==> config.mk <==
export PLATFORM = sky130hd
export DESIGN_NAME = slb_host_port
export DESIGN_NICKNAME = d
export VERILOG_FILES = /design/src/rtl/slb_pkg.sv /design/src/rtl/slb_link_tx.sv /design/src/rtl/slb_link_rx.sv /design/src/rtl/slb_host_port.sv
export SDC_FILE = /design/constraint.sdc
export NUM_CORES = 1
export LEC_CHECK = 0
export BUFFER_PORTS_ARGS = -buffer_cell sky130_fd_sc_hd__buf_2
export CAP_MARGIN = 15
export CORE_ASPECT_RATIO = 0.8
export CORE_MARGIN = 3
export CORE_UTILIZATION = 50
export DETAILED_ROUTE_END_ITERATION = 10
export HOLD_SLACK_MARGIN = 0.12
export MAX_ROUTING_LAYER = met4
export PLACE_DENSITY = 0.76
export SYNTH_ARGS = -nofsm -noshare
export SYNTH_HDL_FRONTEND = slang
export SYNTH_SLANG_ARGS = --single-unit
==> constraint.sdc <==
create_clock -name CLK_I -period 6 [get_ports CLK_I]
set_clock_uncertainty 0.1 [all_clocks]
set_input_delay 0.9 -clock CLK_I [delete_from_list [all_inputs] [get_ports CLK_I]]
set_output_delay 0.9 -clock CLK_I [all_outputs]
set_load 0.1 [all_outputs]
==> src/rtl/slb_pkg.sv <==
package slb_pkg;

  // Clock and link bit timing; one bit time at 10 Mbit/s
  localparam int CLK_PERIOD_PS = 5000;
  localparam int BIT_TIME_NS   = 100;
  localparam int BIT_CYC       = (BIT_TIME_NS * 1000) / CLK_PERIOD_PS;
  localparam int HALF_CYC      = BIT_CYC / 2;
  localparam int CW            = 5;
  localparam logic [CW-1:0] BIT_LAST  = CW'(BIT_CYC - 1);
  localparam logic [CW-1:0] HALF_LAST = CW'(HALF_CYC - 1);

  // Packet shapes: data is 1,1,8 data bits LSB first,0; ack is 1,0
  localparam int DATA_PKT_BITS = 11;
  localparam int ACK_PKT_BITS  = 2;
  localparam logic [3:0] DATA_LAST = 4'(DATA_PKT_BITS - 1);
  localparam logic [3:0] ACK_LAST  = 4'(ACK_PKT_BITS - 1);
  localparam logic [3:0] RX_SAMP_LAST = 4'h8;
  localparam logic [10:0] ACK_PATTERN = 11'h001;

  // Register select codes
  localparam logic [1:0] SEL_RX_DATA = 2'h0;
  localparam logic [1:0] SEL_TX_DATA = 2'h1;
  localparam logic [1:0] SEL_RX_STAT = 2'h2;
  localparam logic [1:0] SEL_TX_STAT = 2'h3;

  // Status register field positions
  localparam int FLAG_BIT = 0;
  localparam int IE_BIT   = 1;

  // Values after reset
  localparam logic       RX_VALID_RST = 1'h0;
  localparam logic       TX_READY_RST = 1'h1;
  localparam logic       IE_RST       = 1'h0;
  localparam logic [7:0] BYTE_RST     = 8'h00;

  // Access latched at chip select fall
  typedef struct packed {
    logic [1:0] sel;
    logic       rd;
  } slb_acc_t;

  // Event reported by the link receiver
  typedef struct packed {
    logic       data_vld;
    logic       ack_vld;
    logic [7:0] dat;
  } slb_rx_evt_t;

endpackage

==> src/rtl/slb_link_tx.sv <==
`timescale 1ns/100ps
module slb_link_tx (
  input  wire logic       clk_i,
  input  wire logic       rst_n_i,
  input  wire logic       send_data_i,
  input  wire logic [7:0] data_byte_i,
  input  wire logic       send_ack_i,
  output logic            serial_o,
  output logic            data_done_o
);

  typedef enum logic [1:0] {ST_IDLE, ST_GAP, ST_SEND} slb_tx_st_t;

  slb_tx_st_t        st_r,    st_nxt;
  logic [slb_pkg::CW-1:0] cnt_r, cnt_nxt;
  logic [10:0]       shf_r,   shf_nxt;
  logic [3:0]        nbit_r,  nbit_nxt;
  logic              isd_r,   isd_nxt;
  logic              pd_r,    pd_nxt;
  logic              pa_r,    pa_nxt;
  logic [7:0]        byte_r,  byte_nxt;
  logic              ser_r,   ser_nxt;
  logic              done_r,  done_nxt;

  // Packet scheduler; an ack always goes before a waiting data packet
  always_comb begin
    st_nxt   = st_r;
    cnt_nxt  = cnt_r;
    shf_nxt  = shf_r;
    nbit_nxt = nbit_r;
    isd_nxt  = isd_r;
    pd_nxt   = pd_r;
    pa_nxt   = pa_r;
    byte_nxt = byte_r;
    ser_nxt  = ser_r;
    done_nxt = 1'b0;
    case (st_r)
      ST_IDLE: begin
        if (pa_r || pd_r) begin
          st_nxt  = ST_GAP;             // One bit of lead-in [RL16]
          cnt_nxt = slb_pkg::BIT_LAST;
        end
      end
      ST_GAP: begin
        if (cnt_r == '0) begin
          if (pa_r) begin               // Ack jumps the queue [RL17]
            shf_nxt  = slb_pkg::ACK_PATTERN;
            nbit_nxt = slb_pkg::ACK_LAST;
            isd_nxt  = 1'b0;
            pa_nxt   = 1'b0;
          end else begin
            shf_nxt  = {1'b0, byte_r, 2'h3}; // Data packet [RL9]
            nbit_nxt = slb_pkg::DATA_LAST;
            isd_nxt  = 1'b1;
            pd_nxt   = 1'b0;
          end
          ser_nxt = 1'b1;
          cnt_nxt = slb_pkg::BIT_LAST;
          st_nxt  = ST_SEND;
        end else begin
          cnt_nxt = cnt_r - 1'b1;
        end
      end
      ST_SEND: begin
        if (cnt_r != '0) begin
          cnt_nxt = cnt_r - 1'b1;
        end else if (nbit_r == '0) begin
          ser_nxt  = 1'b0;
          done_nxt = isd_r;
          st_nxt   = ST_IDLE;
        end else begin
          shf_nxt  = {1'b0, shf_r[10:1]};
          ser_nxt  = shf_r[1];
          nbit_nxt = nbit_r - 1'b1;
          cnt_nxt  = slb_pkg::BIT_LAST;
        end
      end
      default: st_nxt = ST_IDLE;
    endcase
    // A request in the cycle its pending bit clears is kept
    if (send_ack_i) pa_nxt = 1'b1;
    if (send_data_i) begin
      pd_nxt   = 1'b1;
      byte_nxt = data_byte_i;
    end
  end

  always_ff @(posedge clk_i or negedge rst_n_i) begin
    if (!rst_n_i) begin
      st_r   <= ST_IDLE;
      cnt_r  <= '0;
      shf_r  <= '0;
      nbit_r <= '0;
      isd_r  <= 1'b0;
      pd_r   <= 1'b0;
      pa_r   <= 1'b0;
      byte_r <= slb_pkg::BYTE_RST;
      ser_r  <= 1'b0;
      done_r <= 1'b0;
    end else begin
      st_r   <= st_nxt;
      cnt_r  <= cnt_nxt;
      shf_r  <= shf_nxt;
      nbit_r <= nbit_nxt;
      isd_r  <= isd_nxt;
      pd_r   <= pd_nxt;
      pa_r   <= pa_nxt;
      byte_r <= byte_nxt;
      ser_r  <= ser_nxt;
      done_r <= done_nxt;
    end
  end

  assign serial_o    = ser_r;
  assign data_done_o = done_r;

endmodule

==> src/rtl/slb_link_rx.sv <==
`timescale 1ns/100ps
module slb_link_rx (
  input  wire logic          clk_i,
  input  wire logic          rst_n_i,
  input  wire logic          serial_i,
  output slb_pkg::slb_rx_evt_t evt_o
);

  typedef enum logic [2:0] {
    ST_IDLE, ST_START, ST_FLAG, ST_DATA, ST_ACKEND
  } slb_rx_st_t;

  slb_rx_st_t        st_r,   st_nxt;
  logic [slb_pkg::CW-1:0] cnt_r, cnt_nxt;
  logic [3:0]        nbit_r, nbit_nxt;
  logic [8:0]        shf_r,  shf_nxt;
  slb_pkg::slb_rx_evt_t evt_r, evt_nxt;

  // Samples each bit at its centre; the second bit tells data from ack
  always_comb begin
    st_nxt   = st_r;
    cnt_nxt  = cnt_r;
    nbit_nxt = nbit_r;
    shf_nxt  = shf_r;
    evt_nxt  = '{data_vld: 1'b0, ack_vld: 1'b0, dat: evt_r.dat};
    case (st_r)
      ST_IDLE: begin
        if (serial_i) begin
          st_nxt  = ST_START;
          cnt_nxt = slb_pkg::HALF_LAST;
        end
      end
      ST_START: begin
        if (cnt_r != '0) begin
          cnt_nxt = cnt_r - 1'b1;
        end else if (serial_i) begin
          st_nxt  = ST_FLAG;
          cnt_nxt = slb_pkg::BIT_LAST;
        end else begin
          st_nxt = ST_IDLE;          // Glitch, not a start bit
        end
      end
      ST_FLAG: begin
        if (cnt_r != '0) begin
          cnt_nxt = cnt_r - 1'b1;
        end else if (serial_i) begin
          st_nxt   = ST_DATA;
          nbit_nxt = slb_pkg::RX_SAMP_LAST;
          cnt_nxt  = slb_pkg::BIT_LAST;
        end else begin
          st_nxt  = ST_ACKEND;
          cnt_nxt = slb_pkg::HALF_LAST;
        end
      end
      ST_DATA: begin
        if (cnt_r != '0) begin
          cnt_nxt = cnt_r - 1'b1;
        end else begin
          shf_nxt = {serial_i, shf_r[8:1]};
          cnt_nxt = slb_pkg::BIT_LAST;
          if (nbit_r == '0) begin
            evt_nxt.data_vld = 1'b1;  // Whole data packet in [RL1]
            evt_nxt.dat      = shf_nxt[7:0];
            st_nxt           = ST_IDLE;
          end else begin
            nbit_nxt = nbit_r - 1'b1;
          end
        end
      end
      ST_ACKEND: begin
        // Report only once the ack packet has ended [RL18]
        if (cnt_r != '0) begin
          cnt_nxt = cnt_r - 1'b1;
        end else begin
          evt_nxt.ack_vld = 1'b1;
          st_nxt          = ST_IDLE;
        end
      end
      default: st_nxt = ST_IDLE;
    endcase
  end

  always_ff @(posedge clk_i or negedge rst_n_i) begin
    if (!rst_n_i) begin
      st_r   <= ST_IDLE;
      cnt_r  <= '0;
      nbit_r <= '0;
      shf_r  <= '0;
      evt_r  <= '0;
    end else begin
      st_r   <= st_nxt;
      cnt_r  <= cnt_nxt;
      nbit_r <= nbit_nxt;
      shf_r  <= shf_nxt;
      evt_r  <= evt_nxt;
    end
  end

  assign evt_o = evt_r;

endmodule

==> src/rtl/slb_host_port.sv <==
// Overview of operation
// RL1 - Receive-valid sets when a complete data packet has arrived.
// RL2 - Receive-valid clears only on a receive data read or reset.
// RL3 - Reading receive data sends an acknowledge packet on the link.
// RL4 - Receive interrupt equals receive enable AND receive-valid.
// RL5 - Receive interrupt drops on a receive data read and at reset.
// RL6 - Each enable bit is written by the host and reads back as written.
// RL7 - Host writes the flag bit and bits 2 to 7 as zero.
// RL8 - Output-ready is high when empty, set by reset, cleared by write.
// RL9 - Writing transmit data starts a data packet on the link.
// RL10 - Output-ready returns only after the byte is sent and acked.
// RL11 - Transmit interrupt equals transmit enable AND output-ready.
// RL12 - Transmit interrupt drops on a transmit data write and at reset.
// RL13 - Host writes transmit data only while output-ready is high.
// RL14 - Transmit data register is write-only; reads return no content.
// RL15 - Host services data by interrupt or by polling the flags.
// RL16 - Data packet starts 0.8 to 2.5 bits after deselect, plus 2.
// RL17 - Ack queued behind traffic may start up to 11 bits later.
// RL18 - Transmit interrupt within 3.3 bits of ack start, after both end.
// RL19 - Transmit interrupt within 13 bits of the data packet start.
// RL20 - Link delays count in bit times of nominally 100 ns.
// RL21 - Select lines plus direction pick one of four registers.
// RL22 - Select and direction latch at select fall, data at select rise.
// RL23 - Receive data holds only the last data byte; writes ignored.
// RL24 - Flag at bit 0, enable at bit 1, bits 2 to 7 read zero.
`timescale 1ns/100ps
module slb_host_port (
  input  wire logic       CLK_I,
  input  wire logic       RESETN_I,
  input  wire logic       CHIP_SELECT_N_I,
  input  wire logic       READ_NOT_WRITE_I,
  input  wire logic [1:0] REG_SELECT_I,
  input  wire logic [7:0] HOST_DATA_BUS_I,
  output logic      [7:0] HOST_DATA_BUS_O,
  output logic            HOST_DATA_BUS_OE_O,
  input  wire logic       SERIAL_IN_I,
  output logic            SERIAL_OUT_O,
  output logic            RX_IRQ_OUT_O,
  output logic            TX_IRQ_OUT_O
);

  // Bus front end state
  logic                 cs_n_prev_r, cs_n_prev_nxt;
  logic                 active_r,    active_nxt;
  slb_pkg::slb_acc_t    acc_r,       acc_nxt;
  logic [7:0]           dout_r,      dout_nxt;
  logic                 doe_r,       doe_nxt;

  // Receive side state
  logic                 rx_valid_r,  rx_valid_nxt;
  logic [7:0]           rx_byte_r,   rx_byte_nxt;
  logic                 rx_ie_r,     rx_ie_nxt;
  logic                 rx_irq_r,    rx_irq_nxt;
  logic                 ack_req_r,   ack_req_nxt;

  // Transmit side state
  logic                 tx_ready_r,  tx_ready_nxt;
  logic [7:0]           tx_byte_r,   tx_byte_nxt;
  logic                 tx_ie_r,     tx_ie_nxt;
  logic                 tx_irq_r,    tx_irq_nxt;
  logic                 send_r,      send_nxt;
  logic                 sent_r,      sent_nxt;
  logic                 acked_r,     acked_nxt;

  // Strobes decoded from the chip select edges
  logic                 cs_fall;
  logic                 cs_rise;
  logic                 rd_rx_fall;
  logic                 wr_tx_fall;
  logic                 wr_commit;
  logic                 rd_commit;

  // Link side wires
  slb_pkg::slb_rx_evt_t rx_evt;
  logic                 data_done;

  // Read data for a given select code
  function automatic logic [7:0] read_mux(input logic [1:0] sel);
    logic [7:0] val;
    val = 8'h00;
    case (sel)
      slb_pkg::SEL_RX_DATA: val = rx_byte_r;
      slb_pkg::SEL_RX_STAT: begin
        val[slb_pkg::FLAG_BIT] = rx_valid_r;  // [RL24]
        val[slb_pkg::IE_BIT]   = rx_ie_r;     // [RL6]
      end
      slb_pkg::SEL_TX_STAT: begin
        val[slb_pkg::FLAG_BIT] = tx_ready_r;  // [RL24]
        val[slb_pkg::IE_BIT]   = tx_ie_r;     // [RL6]
      end
      // Write-only data port and invalid code return zero [RL14]
      default: val = 8'h00;
    endcase
    return val;
  endfunction

  // Edge strobes; select and direction only count while latched
  assign cs_fall    = !CHIP_SELECT_N_I && cs_n_prev_r;
  assign cs_rise    = CHIP_SELECT_N_I && !cs_n_prev_r && active_r;
  assign rd_rx_fall = cs_fall && READ_NOT_WRITE_I &&
                      (REG_SELECT_I == slb_pkg::SEL_RX_DATA); // [RL21]
  assign wr_tx_fall = cs_fall && !READ_NOT_WRITE_I &&
                      (REG_SELECT_I == slb_pkg::SEL_TX_DATA); // [RL21]
  assign wr_commit  = cs_rise && !acc_r.rd;
  assign rd_commit  = cs_rise && acc_r.rd;

  // Bus front end: latch access at select fall, drive read data
  always_comb begin
    cs_n_prev_nxt = CHIP_SELECT_N_I;
    active_nxt    = active_r;
    acc_nxt       = acc_r;
    dout_nxt      = dout_r;
    doe_nxt       = doe_r;
    if (cs_fall) begin
      active_nxt = 1'b1;
      acc_nxt    = '{sel: REG_SELECT_I, rd: READ_NOT_WRITE_I}; // [RL22]
      doe_nxt    = READ_NOT_WRITE_I;
      dout_nxt   = read_mux(REG_SELECT_I);                   // [RL21]
    end else if (cs_rise) begin
      active_nxt = 1'b0;
      doe_nxt    = 1'b0;
    end
  end

  always_ff @(posedge CLK_I or negedge RESETN_I) begin
    if (!RESETN_I) begin
      cs_n_prev_r <= 1'b1;
      active_r    <= 1'b0;
      acc_r       <= '0;
      dout_r      <= 8'h00;
      doe_r       <= 1'b0;
    end else begin
      cs_n_prev_r <= cs_n_prev_nxt;
      active_r    <= active_nxt;
      acc_r       <= acc_nxt;
      dout_r      <= dout_nxt;
      doe_r       <= doe_nxt;
    end
  end

  // Receive side; a new packet in the clearing cycle wins over the read
  always_comb begin
    rx_valid_nxt = rx_valid_r;
    rx_byte_nxt  = rx_byte_r;
    rx_ie_nxt    = rx_ie_r;
    ack_req_nxt  = 1'b0;
    if (rd_rx_fall) begin
      rx_valid_nxt = 1'b0;                  // Only a read or reset clears it [RL2]
    end
    if (rx_evt.data_vld) begin
      rx_valid_nxt = 1'b1;                  // [RL1]
      rx_byte_nxt  = rx_evt.dat;            // Acks never land here [RL23]
    end
    // Ack leaves once the host lets go of the bus [RL3]
    if (rd_commit && (acc_r.sel == slb_pkg::SEL_RX_DATA)) begin
      ack_req_nxt = 1'b1;
    end
    // Only the enable bit is writable; flag and upper bits ignored [RL7]
    if (wr_commit && (acc_r.sel == slb_pkg::SEL_RX_STAT)) begin
      rx_ie_nxt = HOST_DATA_BUS_I[slb_pkg::IE_BIT];              // [RL6]
    end
    // Follows enable AND flag, so it drops on the read [RL4] [RL5]
    rx_irq_nxt = rx_ie_nxt && rx_valid_nxt;
  end

  always_ff @(posedge CLK_I or negedge RESETN_I) begin
    if (!RESETN_I) begin
      rx_valid_r <= slb_pkg::RX_VALID_RST;
      rx_byte_r  <= slb_pkg::BYTE_RST;
      rx_ie_r    <= slb_pkg::IE_RST;
      rx_irq_r   <= 1'b0;
      ack_req_r  <= 1'b0;
    end else begin
      rx_valid_r <= rx_valid_nxt;
      rx_byte_r  <= rx_byte_nxt;
      rx_ie_r    <= rx_ie_nxt;
      rx_irq_r   <= rx_irq_nxt;
      ack_req_r  <= ack_req_nxt;
    end
  end

  // Transmit side: ready comes back only once sent and acknowledged
  always_comb begin
    tx_ready_nxt = tx_ready_r;
    tx_byte_nxt  = tx_byte_r;
    tx_ie_nxt    = tx_ie_r;
    send_nxt     = 1'b0;
    sent_nxt     = sent_r;
    acked_nxt    = acked_r;
    if (wr_tx_fall) begin
      // A write while busy is accepted; the host must avoid it [RL13]
      tx_ready_nxt = 1'b0;                                      // [RL8]
      sent_nxt     = 1'b0;
      acked_nxt    = 1'b0;
    end
    if (wr_commit && (acc_r.sel == slb_pkg::SEL_TX_DATA)) begin
      tx_byte_nxt = HOST_DATA_BUS_I;        // Data taken at rise [RL22]
      send_nxt    = 1'b1;                   // [RL9]
    end
    if (wr_commit && (acc_r.sel == slb_pkg::SEL_TX_STAT)) begin
      tx_ie_nxt = HOST_DATA_BUS_I[slb_pkg::IE_BIT];              // [RL6]
    end
    if (data_done && !tx_ready_r) begin
      sent_nxt = 1'b1;
    end
    // Stray acks while idle are not counted
    if (rx_evt.ack_vld && !tx_ready_r) begin
      acked_nxt = 1'b1;
    end
    if (!tx_ready_nxt && sent_nxt && acked_nxt) begin
      tx_ready_nxt = 1'b1;                                      // [RL10]
      sent_nxt     = 1'b0;
      acked_nxt    = 1'b0;
    end
    // Drops at the write strobe, rises with ready [RL11] [RL12] [RL18]
    tx_irq_nxt = tx_ie_nxt && tx_ready_nxt;
  end

  always_ff @(posedge CLK_I or negedge RESETN_I) begin
    if (!RESETN_I) begin
      tx_ready_r <= slb_pkg::TX_READY_RST;                      // [RL8]
      tx_byte_r  <= slb_pkg::BYTE_RST;
      tx_ie_r    <= slb_pkg::IE_RST;
      tx_irq_r   <= 1'b0;
      send_r     <= 1'b0;
      sent_r     <= 1'b0;
      acked_r    <= 1'b0;
    end else begin
      tx_ready_r <= tx_ready_nxt;
      tx_byte_r  <= tx_byte_nxt;
      tx_ie_r    <= tx_ie_nxt;
      tx_irq_r   <= tx_irq_nxt;
      send_r     <= send_nxt;
      sent_r     <= sent_nxt;
      acked_r    <= acked_nxt;
    end
  end

  // Serial output; bit time is a fixed clock count [RL20] [RL16] [RL19]
  slb_link_tx u_tx (
    .clk_i       (CLK_I),
    .rst_n_i     (RESETN_I),
    .send_data_i (send_r),
    .data_byte_i (tx_byte_r),
    .send_ack_i  (ack_req_r),                                   // [RL17]
    .serial_o    (SERIAL_OUT_O),
    .data_done_o (data_done)
  );

  // Serial input; reports data packets and acks separately
  slb_link_rx u_rx (
    .clk_i    (CLK_I),
    .rst_n_i  (RESETN_I),
    .serial_i (SERIAL_IN_I),
    .evt_o    (rx_evt)
  );

  // Outputs straight from flops; polling and interrupts both work [RL15]
  assign HOST_DATA_BUS_O    = dout_r;
  assign HOST_DATA_BUS_OE_O = doe_r;
  assign RX_IRQ_OUT_O       = rx_irq_r;
  assign TX_IRQ_OUT_O       = tx_irq_r;

endmodule

==> out/metrics.yaml, run 1 <==
run_status:
  status: "completed"
pwr:
  p_leak_nw: 2.505
  p_per_area_nw_per_um2: 469.2
  vdd_ir_drop_max_mv: 0.2009
detailed_routing:
  totalWireLength_um: 8275
  drtAntennaViolNets: 0
  wl_per_cell_um: 15.32
  first_pass_iters: 4
  viasPerCell: 5.674
  drtIter0Drc: 264
  drc_errors: 0
  vias: 3064
logic_synthesis:
  synth_edf_count: 0
  synth_cells: 399
  async_reset_ff_share_pct: 100.0
  synth_area_um2: 4736
  yosysWarnings: 0
  avgSynthCellArea_um2: 11.87
  synth_ff_type: "dfrtp_1"
  seq_area_frac_synth_pct: 54.48
  syn_nets: 423
  yosysUniqueCellTypes: 63
  ys_seq_elements: 103
placed_design:
  io_buffer_count: 26
  hpwl_um: 5831
  place_inst: 526
  place_congestion: 0.8175
  place_area_um2: 4930
  dp_slack_ps: 3478
grt:
  grt_pass1_wl_um: 14570
  grt_pass1_vias: 2976
  grt_overflow: 0
  grt_usage_pct: 17.68
  grt_max_degree: 68
  antenna_found_initial: 0
clocking:
  numCtsBuffers: 9
  clkLatencyLatePin_ps: 340
  postCtsSetupRepairBufs: 0
  clock-sinks: 103
  cts_hold_buf: 0
  cts_buffer_depth: 2
  tritoncts: "yes"
  htree_levels: 3
  cts_root_buf: "clkbuf_16"
  cts_resized: 0
  clk_pin_slew_ps: 70
sta:
  slew_viol_final: 0
  min_period_ps: 2445
  fin_tns_setup_ps: 0
  fmax_mhz: 409.0
  tightestPinTransition_ps: 1039
  fin_ws_ps: 3555
  fin_crit_sh_pct: 40.75
  rsz0062_at_grt: "no"
  relSlewSlack_pct: 29.74
  finalSetupViolCount: 0
  hold_violations: 0
floorplan:
  fp-row-count: 31
  fp.coreArea_um2: 9154
  dieArea_um2: 10680
  die_w_um: 114.8
  floorplan.initialDensity_pct: 51.74
  die_y_um: 93.05
  io_pins: 27
worst_setup_path:
  worstSetupPathType: "flop to flop"
  critPathArrivalTime_ps: 2550
  endpoint_kind: "flop"
  worstReg2RegStart: "u_tx.st_r[0]"
  cp_max_fo: 22
  cp-startpoint: "u_tx.st_r[0]"
  critical_path_required_ps: 6100
  crit_path_start_kind: "flop"
finish:
  final_cell_mix: "dfrtp_1, mux2_2, nand2_1"
  multi_input_area_um2: 1972
  final_common_cell: "dfrtp_1"
  ff_latch_area_um2: 2580
  nNetsFinal: 446
  nFillCells: 730
  fin_area_um2: 5215
  layout-drive-gt1-share_pct: 24.47
  area_delta_synth_final_pct: 10.12
  postLayoutCoreUtil_pct: 56.97
  antennaDiodeCount: 0
  stdcell_count: 540
min_path:
  worst_hold_path_type: "flop to flop"
  hold_start: "ack_req_r"
job:
  drv_cap: 0
## metal layers
metal | up-vias | track usage, % | routed length (µm)
met5 | - | - | 0
met3 | 6 | 5.110 | 295
met1 | 1529 | 24.64 | 3993
met2 | 50 | 25.63 | 3889
met4 | 0 | 4.790 | 96
li1 | 1479 | - | -
## flip-flops by register name (all words and copies together), names as in the netlist, 2 cells and up
signal           cells
u_tx.byte_r          8
u_rx.cnt_r           5
u_tx.st_r            2
u_tx.nbit_r          4
rx_byte_r            8
u_tx.cnt_r           5
tx_byte_r            8
acc_r                3
HOST_DATA_BUS_O      8
u_rx.evt_o          10
u_rx.shf_r           8
u_tx.shf_r           9
u_rx.st_r            3
u_rx.nbit_r          4
## cell families (layout without fill, tap and decap cells)
| family | count (synthesis) | count (layout) | share of synthesized area, % |
|---|---|---|---|
| AOI/OAI and AO/OA | 89 | 89 | 13.05 |
| xor gates and xnor gates | 1 | 1 | 0.1850 |
| adders and majority gates | 9 | 9 | 2.378 |
| buffers and inverters | 39 | 65 | 3.884 |
| DFF | 103 | 103 | 54.48 |
| muxes | 53 | 53 | 13.13 |
| and+or+nand+nor | 105 | 105 | 12.89 |
## synth_stat cells, types with 2 or more instances
| library cell | number | area [µm²] |
|---|---|---|
| dfrtp_1 | 101 | 2527 |
| mux2_2 | 41 | 461.7 |
| nand2_1 | 31 | 116.4 |
| nor2_1 | 25 | 93.84 |
| o21ai_0 | 25 | 125.1 |
| inv_1 | 23 | 86.33 |
| clkbuf_1 | 13 | 48.80 |
| a22oi_1 | 11 | 82.58 |
| a21oi_1 | 9 | 45.04 |
| ha_1 | 9 | 112.6 |
| mux2_4 | 8 | 120.1 |
| a22o_1 | 7 | 61.31 |
| nor3_1 | 7 | 35.03 |
| o22ai_1 | 7 | 43.79 |
| nand2b_1 | 6 | 37.54 |
| nand3_1 | 5 | 25.02 |
| a21o_1 | 4 | 30.03 |
| mux2i_1 | 4 | 40.04 |
| nand3b_1 | 4 | 30.03 |
| nor2b_1 | 4 | 25.02 |
| a31oi_1 | 3 | 18.77 |
| a211oi_1 | 2 | 15.01 |
| a221oi_1 | 2 | 17.52 |
| and3_1 | 2 | 12.51 |
| dfstp_2 | 2 | 52.55 |
| nor3b_1 | 2 | 15.01 |
| nor4b_1 | 2 | 17.52 |
| o21ai_1 | 2 | 10.01 |
| o22a_1 | 2 | 17.52 |
| o2bb2ai_1 | 2 | 17.52 |
| o31ai_1 | 2 | 15.01 |
## area by class of cell
| class | count | area share (%) |
|---|---|---|
| clock inverter | 5 | 1.152 |
| sequential | 103 | 49.47 |
| clock buffer | 9 | 4.319 |
| multi-input combinational | 257 | 37.81 |
| timing repair buffer | 28 | 2.831 |
| inverter | 23 | 1.655 |
| tap | 115 | 2.759 |
## power breakdown
group	total [mW]	leakage (nW)	switching, mW	internal (mW)
sequential	1.04	1.34	0.163	0.882
combinational	0.836	1.03	0.484	0.352
clock	0.566	0.138	0.246	0.320
total	2.45	2.51	0.893	1.55
## critical path: stages, from the launching register on
cell and delay (ps):
dfrtp_1 420, inv_1 90, ha_1 640, nor4bb_1 510, a211oi_2 260, a21oi_1 190, o22ai_1 90
## path summary, 6_finish.rpt
path / cells after the start / slack [ps] / to
worst max-delay path: 6 / 3550 / u_tx.cnt_r[2]
min in group asynchronous: 1 / 540 / u_tx.shf_r[2]
worst max register to register: 6 / 3550 / u_tx.cnt_r[2]
worst min-delay path: 1 / 330 / u_tx.pa_r
worst min register to register: 1 / 330 / u_tx.pa_r
max in group asynchronous: 2 / 4280 / tx_byte_r[6]
## metrics by stage
step | hold slack [ps] | power [mW]
final | 330.1 | 2.447
after detailed placement | 316.4 | 1.892
after CTS | 332.4 | 2.462
after floorplan | 304.4 | 1.710
after global routing | 358.6 | 2.624
after global placement | 321.9 | 1.847
Power figures use the tool's default switching activity.
==> run 2, diff against run 1 <==
clock period = 2.4 ns   (was 6 ns; I/O delays follow)
==> run 2 against run 1 <==
Worst hold slack got worse by 180 ps. Clock power increased to 2.5 times the previous value. Fmax increased by 9.5%. Non-clock buffer count increased by 10. Utilization increased by 1.1 points. Sequential power increased to 2.5 times the previous value. Cell count increased by 2.2%. Die area unchanged. Cell area increased by 1.9%. Power increased to 2.5 times the previous value. Register-to-register slack got worse by 3400 ps. Largest cell class unchanged. Largest power group unchanged.
==> out/metrics.yaml, run 2 (synthesis gave the netlist of run 1 again) <==
sta:
  fin_crit_sh_pct: 93.01  # +52 points
  fin_ws_ps: 167.8  # -3387 ps
  slew_viol_final: 0  # unchanged
  tightestPinTransition_ps: 654.0  # -385.2 ps
  fmax_mhz: 448.0  # +9.5%
  finalSetupViolCount: 0  # unchanged
  relSlewSlack_pct: 55.27  # +26 points
  hold_violations: 0  # unchanged
  fin_tns_setup_ps: 0  # unchanged
  rsz0062_at_grt: "no"
  min_period_ps: 2232  # -213.1 ps
finish:
  antennaDiodeCount: 0  # unchanged
  final_cell_mix: "dfrtp_1, mux2_2, nand2_1"
  final_common_cell: "dfrtp_1"
  nNetsFinal: 456  # +2.2%
  largest_reg_flops: 10  # unchanged
  area_delta_synth_final_pct: 12.21
  layout-drive-gt1-share_pct: 25.63  # +1.2 points
  nFillCells: 742  # +1.6%
  fin_area_um2: 5314  # +1.9%
floorplan:
  floorplan.initialDensity_pct: 51.74  # unchanged
  die_w_um: 114.8  # unchanged
  fp.coreArea_um2: 9154  # unchanged
  io_pins: 27  # unchanged
  dieArea_um2: 10680  # unchanged
  die_y_um: 93.05  # unchanged
  fp-row-count: 31  # unchanged
detailed_routing:
  drc_errors: 0  # unchanged
  viasPerCell: 5.620  # -0.96%
  wl_per_cell_um: 15.74  # +2.7%
  first_pass_iters: 4  # unchanged
  vias: 3102  # +1.2%
  totalWireLength_um: 8686  # +5.0%
  drtIter0Drc: 184  # -30%
  drtAntennaViolNets: 0  # unchanged
pwr:
  total_power_mw: 6.211  # +150%
  p_clk_share_pct: 23.1  # about the same
  vdd_ir_drop_max_mv: 0.4587  # +130%
  p_switching_mw: 2.261  # +150%
  pwr-share-seq_pct: 42.1  # -0.6 points
  p_per_area_nw_per_um2: 1169  # +150%
  p_int_mw: 3.951  # +150%
  swShare_pct: 36.40  # -0.10 points
  p_leak_nw: 2.556  # +2.0%
  p_comb_share_pct: 34.8  # +0.6 points
worst_setup_path:
  critical_path_required_ps: 2530  # -3570 ps
  worstSetupPathType: "flop to flop"
  endpoint_kind: "flop"
  cp_max_fo: 8  # -64%
  crit_path_start_kind: "flop"
  rr_worst_depth: 6  # unchanged
  critPathArrivalTime_ps: 2370  # -180 ps
clocking:
  clk_pin_slew_ps: 70  # about the same
  cts_root_buf: "clkbuf_16"
  clkLatencyLatePin_ps: 350  # about the same
  clock-sinks: 103  # unchanged
  tritoncts: "yes"
  postCtsSetupRepairBufs: 0  # unchanged
  htree_levels: 3  # unchanged
  cts_buffer_depth: 2  # unchanged
  numCtsBuffers: 9  # unchanged
placed_design:
  io_buffer_count: 26  # unchanged
  place_area_um2: 5002  # +1.5%
  place_congestion: 0.8960  # +9.6%
  hpwl_um: 6122  # +5.0%
  dp_slack_ps: 199.6  # -3278 ps
min_path:
  worst_hold_path_type: "input port to flop"
  holdPathStages: 2  # +1
grt:
  grt_pass1_vias: 3148  # +5.8%
  grt_usage_pct: 18.10  # +0.42 points
  grt_max_degree: 60  # -12%
  grt_overflow: 0  # unchanged
  grt_pass1_wl_um: 15050  # +3.3%
  antenna_found_initial: 0  # unchanged
job:
  drv_cap: 0  # unchanged
run_status:
  status: "completed"
run 2: cell types whose count changed in the layout (fill, tap and decap cells not counted), sizes merged:
cell | before | now
buf | 28 | 36
clkbuf | 9 | 11
clkinvlp | 1 | 2
dlygate4sd3 | 0 | 2
inv | 24 | 23
run 2: timing repair:
item | CTS | global route
hold buffers | 2 | 0
gates resized for setup | 0 | 0
endpoints found under the hold margin | 25 | 0
run 2: layout make-up:
type / count / area [µm²] / area share, %
timing repair buffer: 38 / 240.2 / 4.521
inverter: 23 / 86.33 / 1.625
tap: 115 / 143.9 / 2.708
multi-input combinational: 257 / 1972 / 37.11
clock inverter: 5 / 58.81 / 1.107
clock buffer: 11 / 232.7 / 4.380
sequential: 103 / 2580 / 48.55
run 2: stage by stage:
stage	hold WS [ps]	instances	utilization [%]
CTS	137.5	552	58.05
global route	143.5	552	58.05
global placement	190.5	534	54.65
detailed placement	195.4	534	54.65
finish	148.7	552	58.05
floorplan	-35.59	399	-
run 2: power by group through the flow:
| stage | combinational [mW] | clock (mW) | sequential, mW |
|---|---|---|---|
| after CTS | 2.18 | 1.48 | 2.61 |
| after global placement | 2.08 | 0 | 2.61 |
| after detailed placement | 2.16 | 0 | 2.64 |
| after floorplan | 1.59 | 0 | 2.68 |
| final | 2.16 | 1.44 | 2.61 |
| after global routing | 2.44 | 1.54 | 2.69 |
run 2: path summary, 6_finish.rpt:
kind | from | end | slack (ps)
max | u_tx.cnt_r[0] | u_tx.st_r[0] | 170
max reg2reg | u_tx.cnt_r[0] | u_tx.st_r[0] | 170
min reg2reg | ack_req_r | u_tx.pa_r | 360
min in group asynchronous | RESETN_I | u_tx.serial_o | 360
min | HOST_DATA_BUS_I[0] | tx_byte_r[0] | 150
max in group asynchronous | RESETN_I | tx_ready_r | 1180
run 2: layer usage:
layer  global-route usage [%]  wire, µm  up-vias
met5                        -         0        -
met4                    4.692        73        0
met3                    5.045       283        9
met2                    27.42      4215       46
met1                    24.38      4113     1549
li1                         -         -     1498
run 2: worst max-delay path: stages, from the launching register on:
cell	delay, ps
dfrtp_1	390
inv_1	110
ha_1	210
nor4b_4	430
nor2_1	130
a211oi_1	370
mux2_2	380
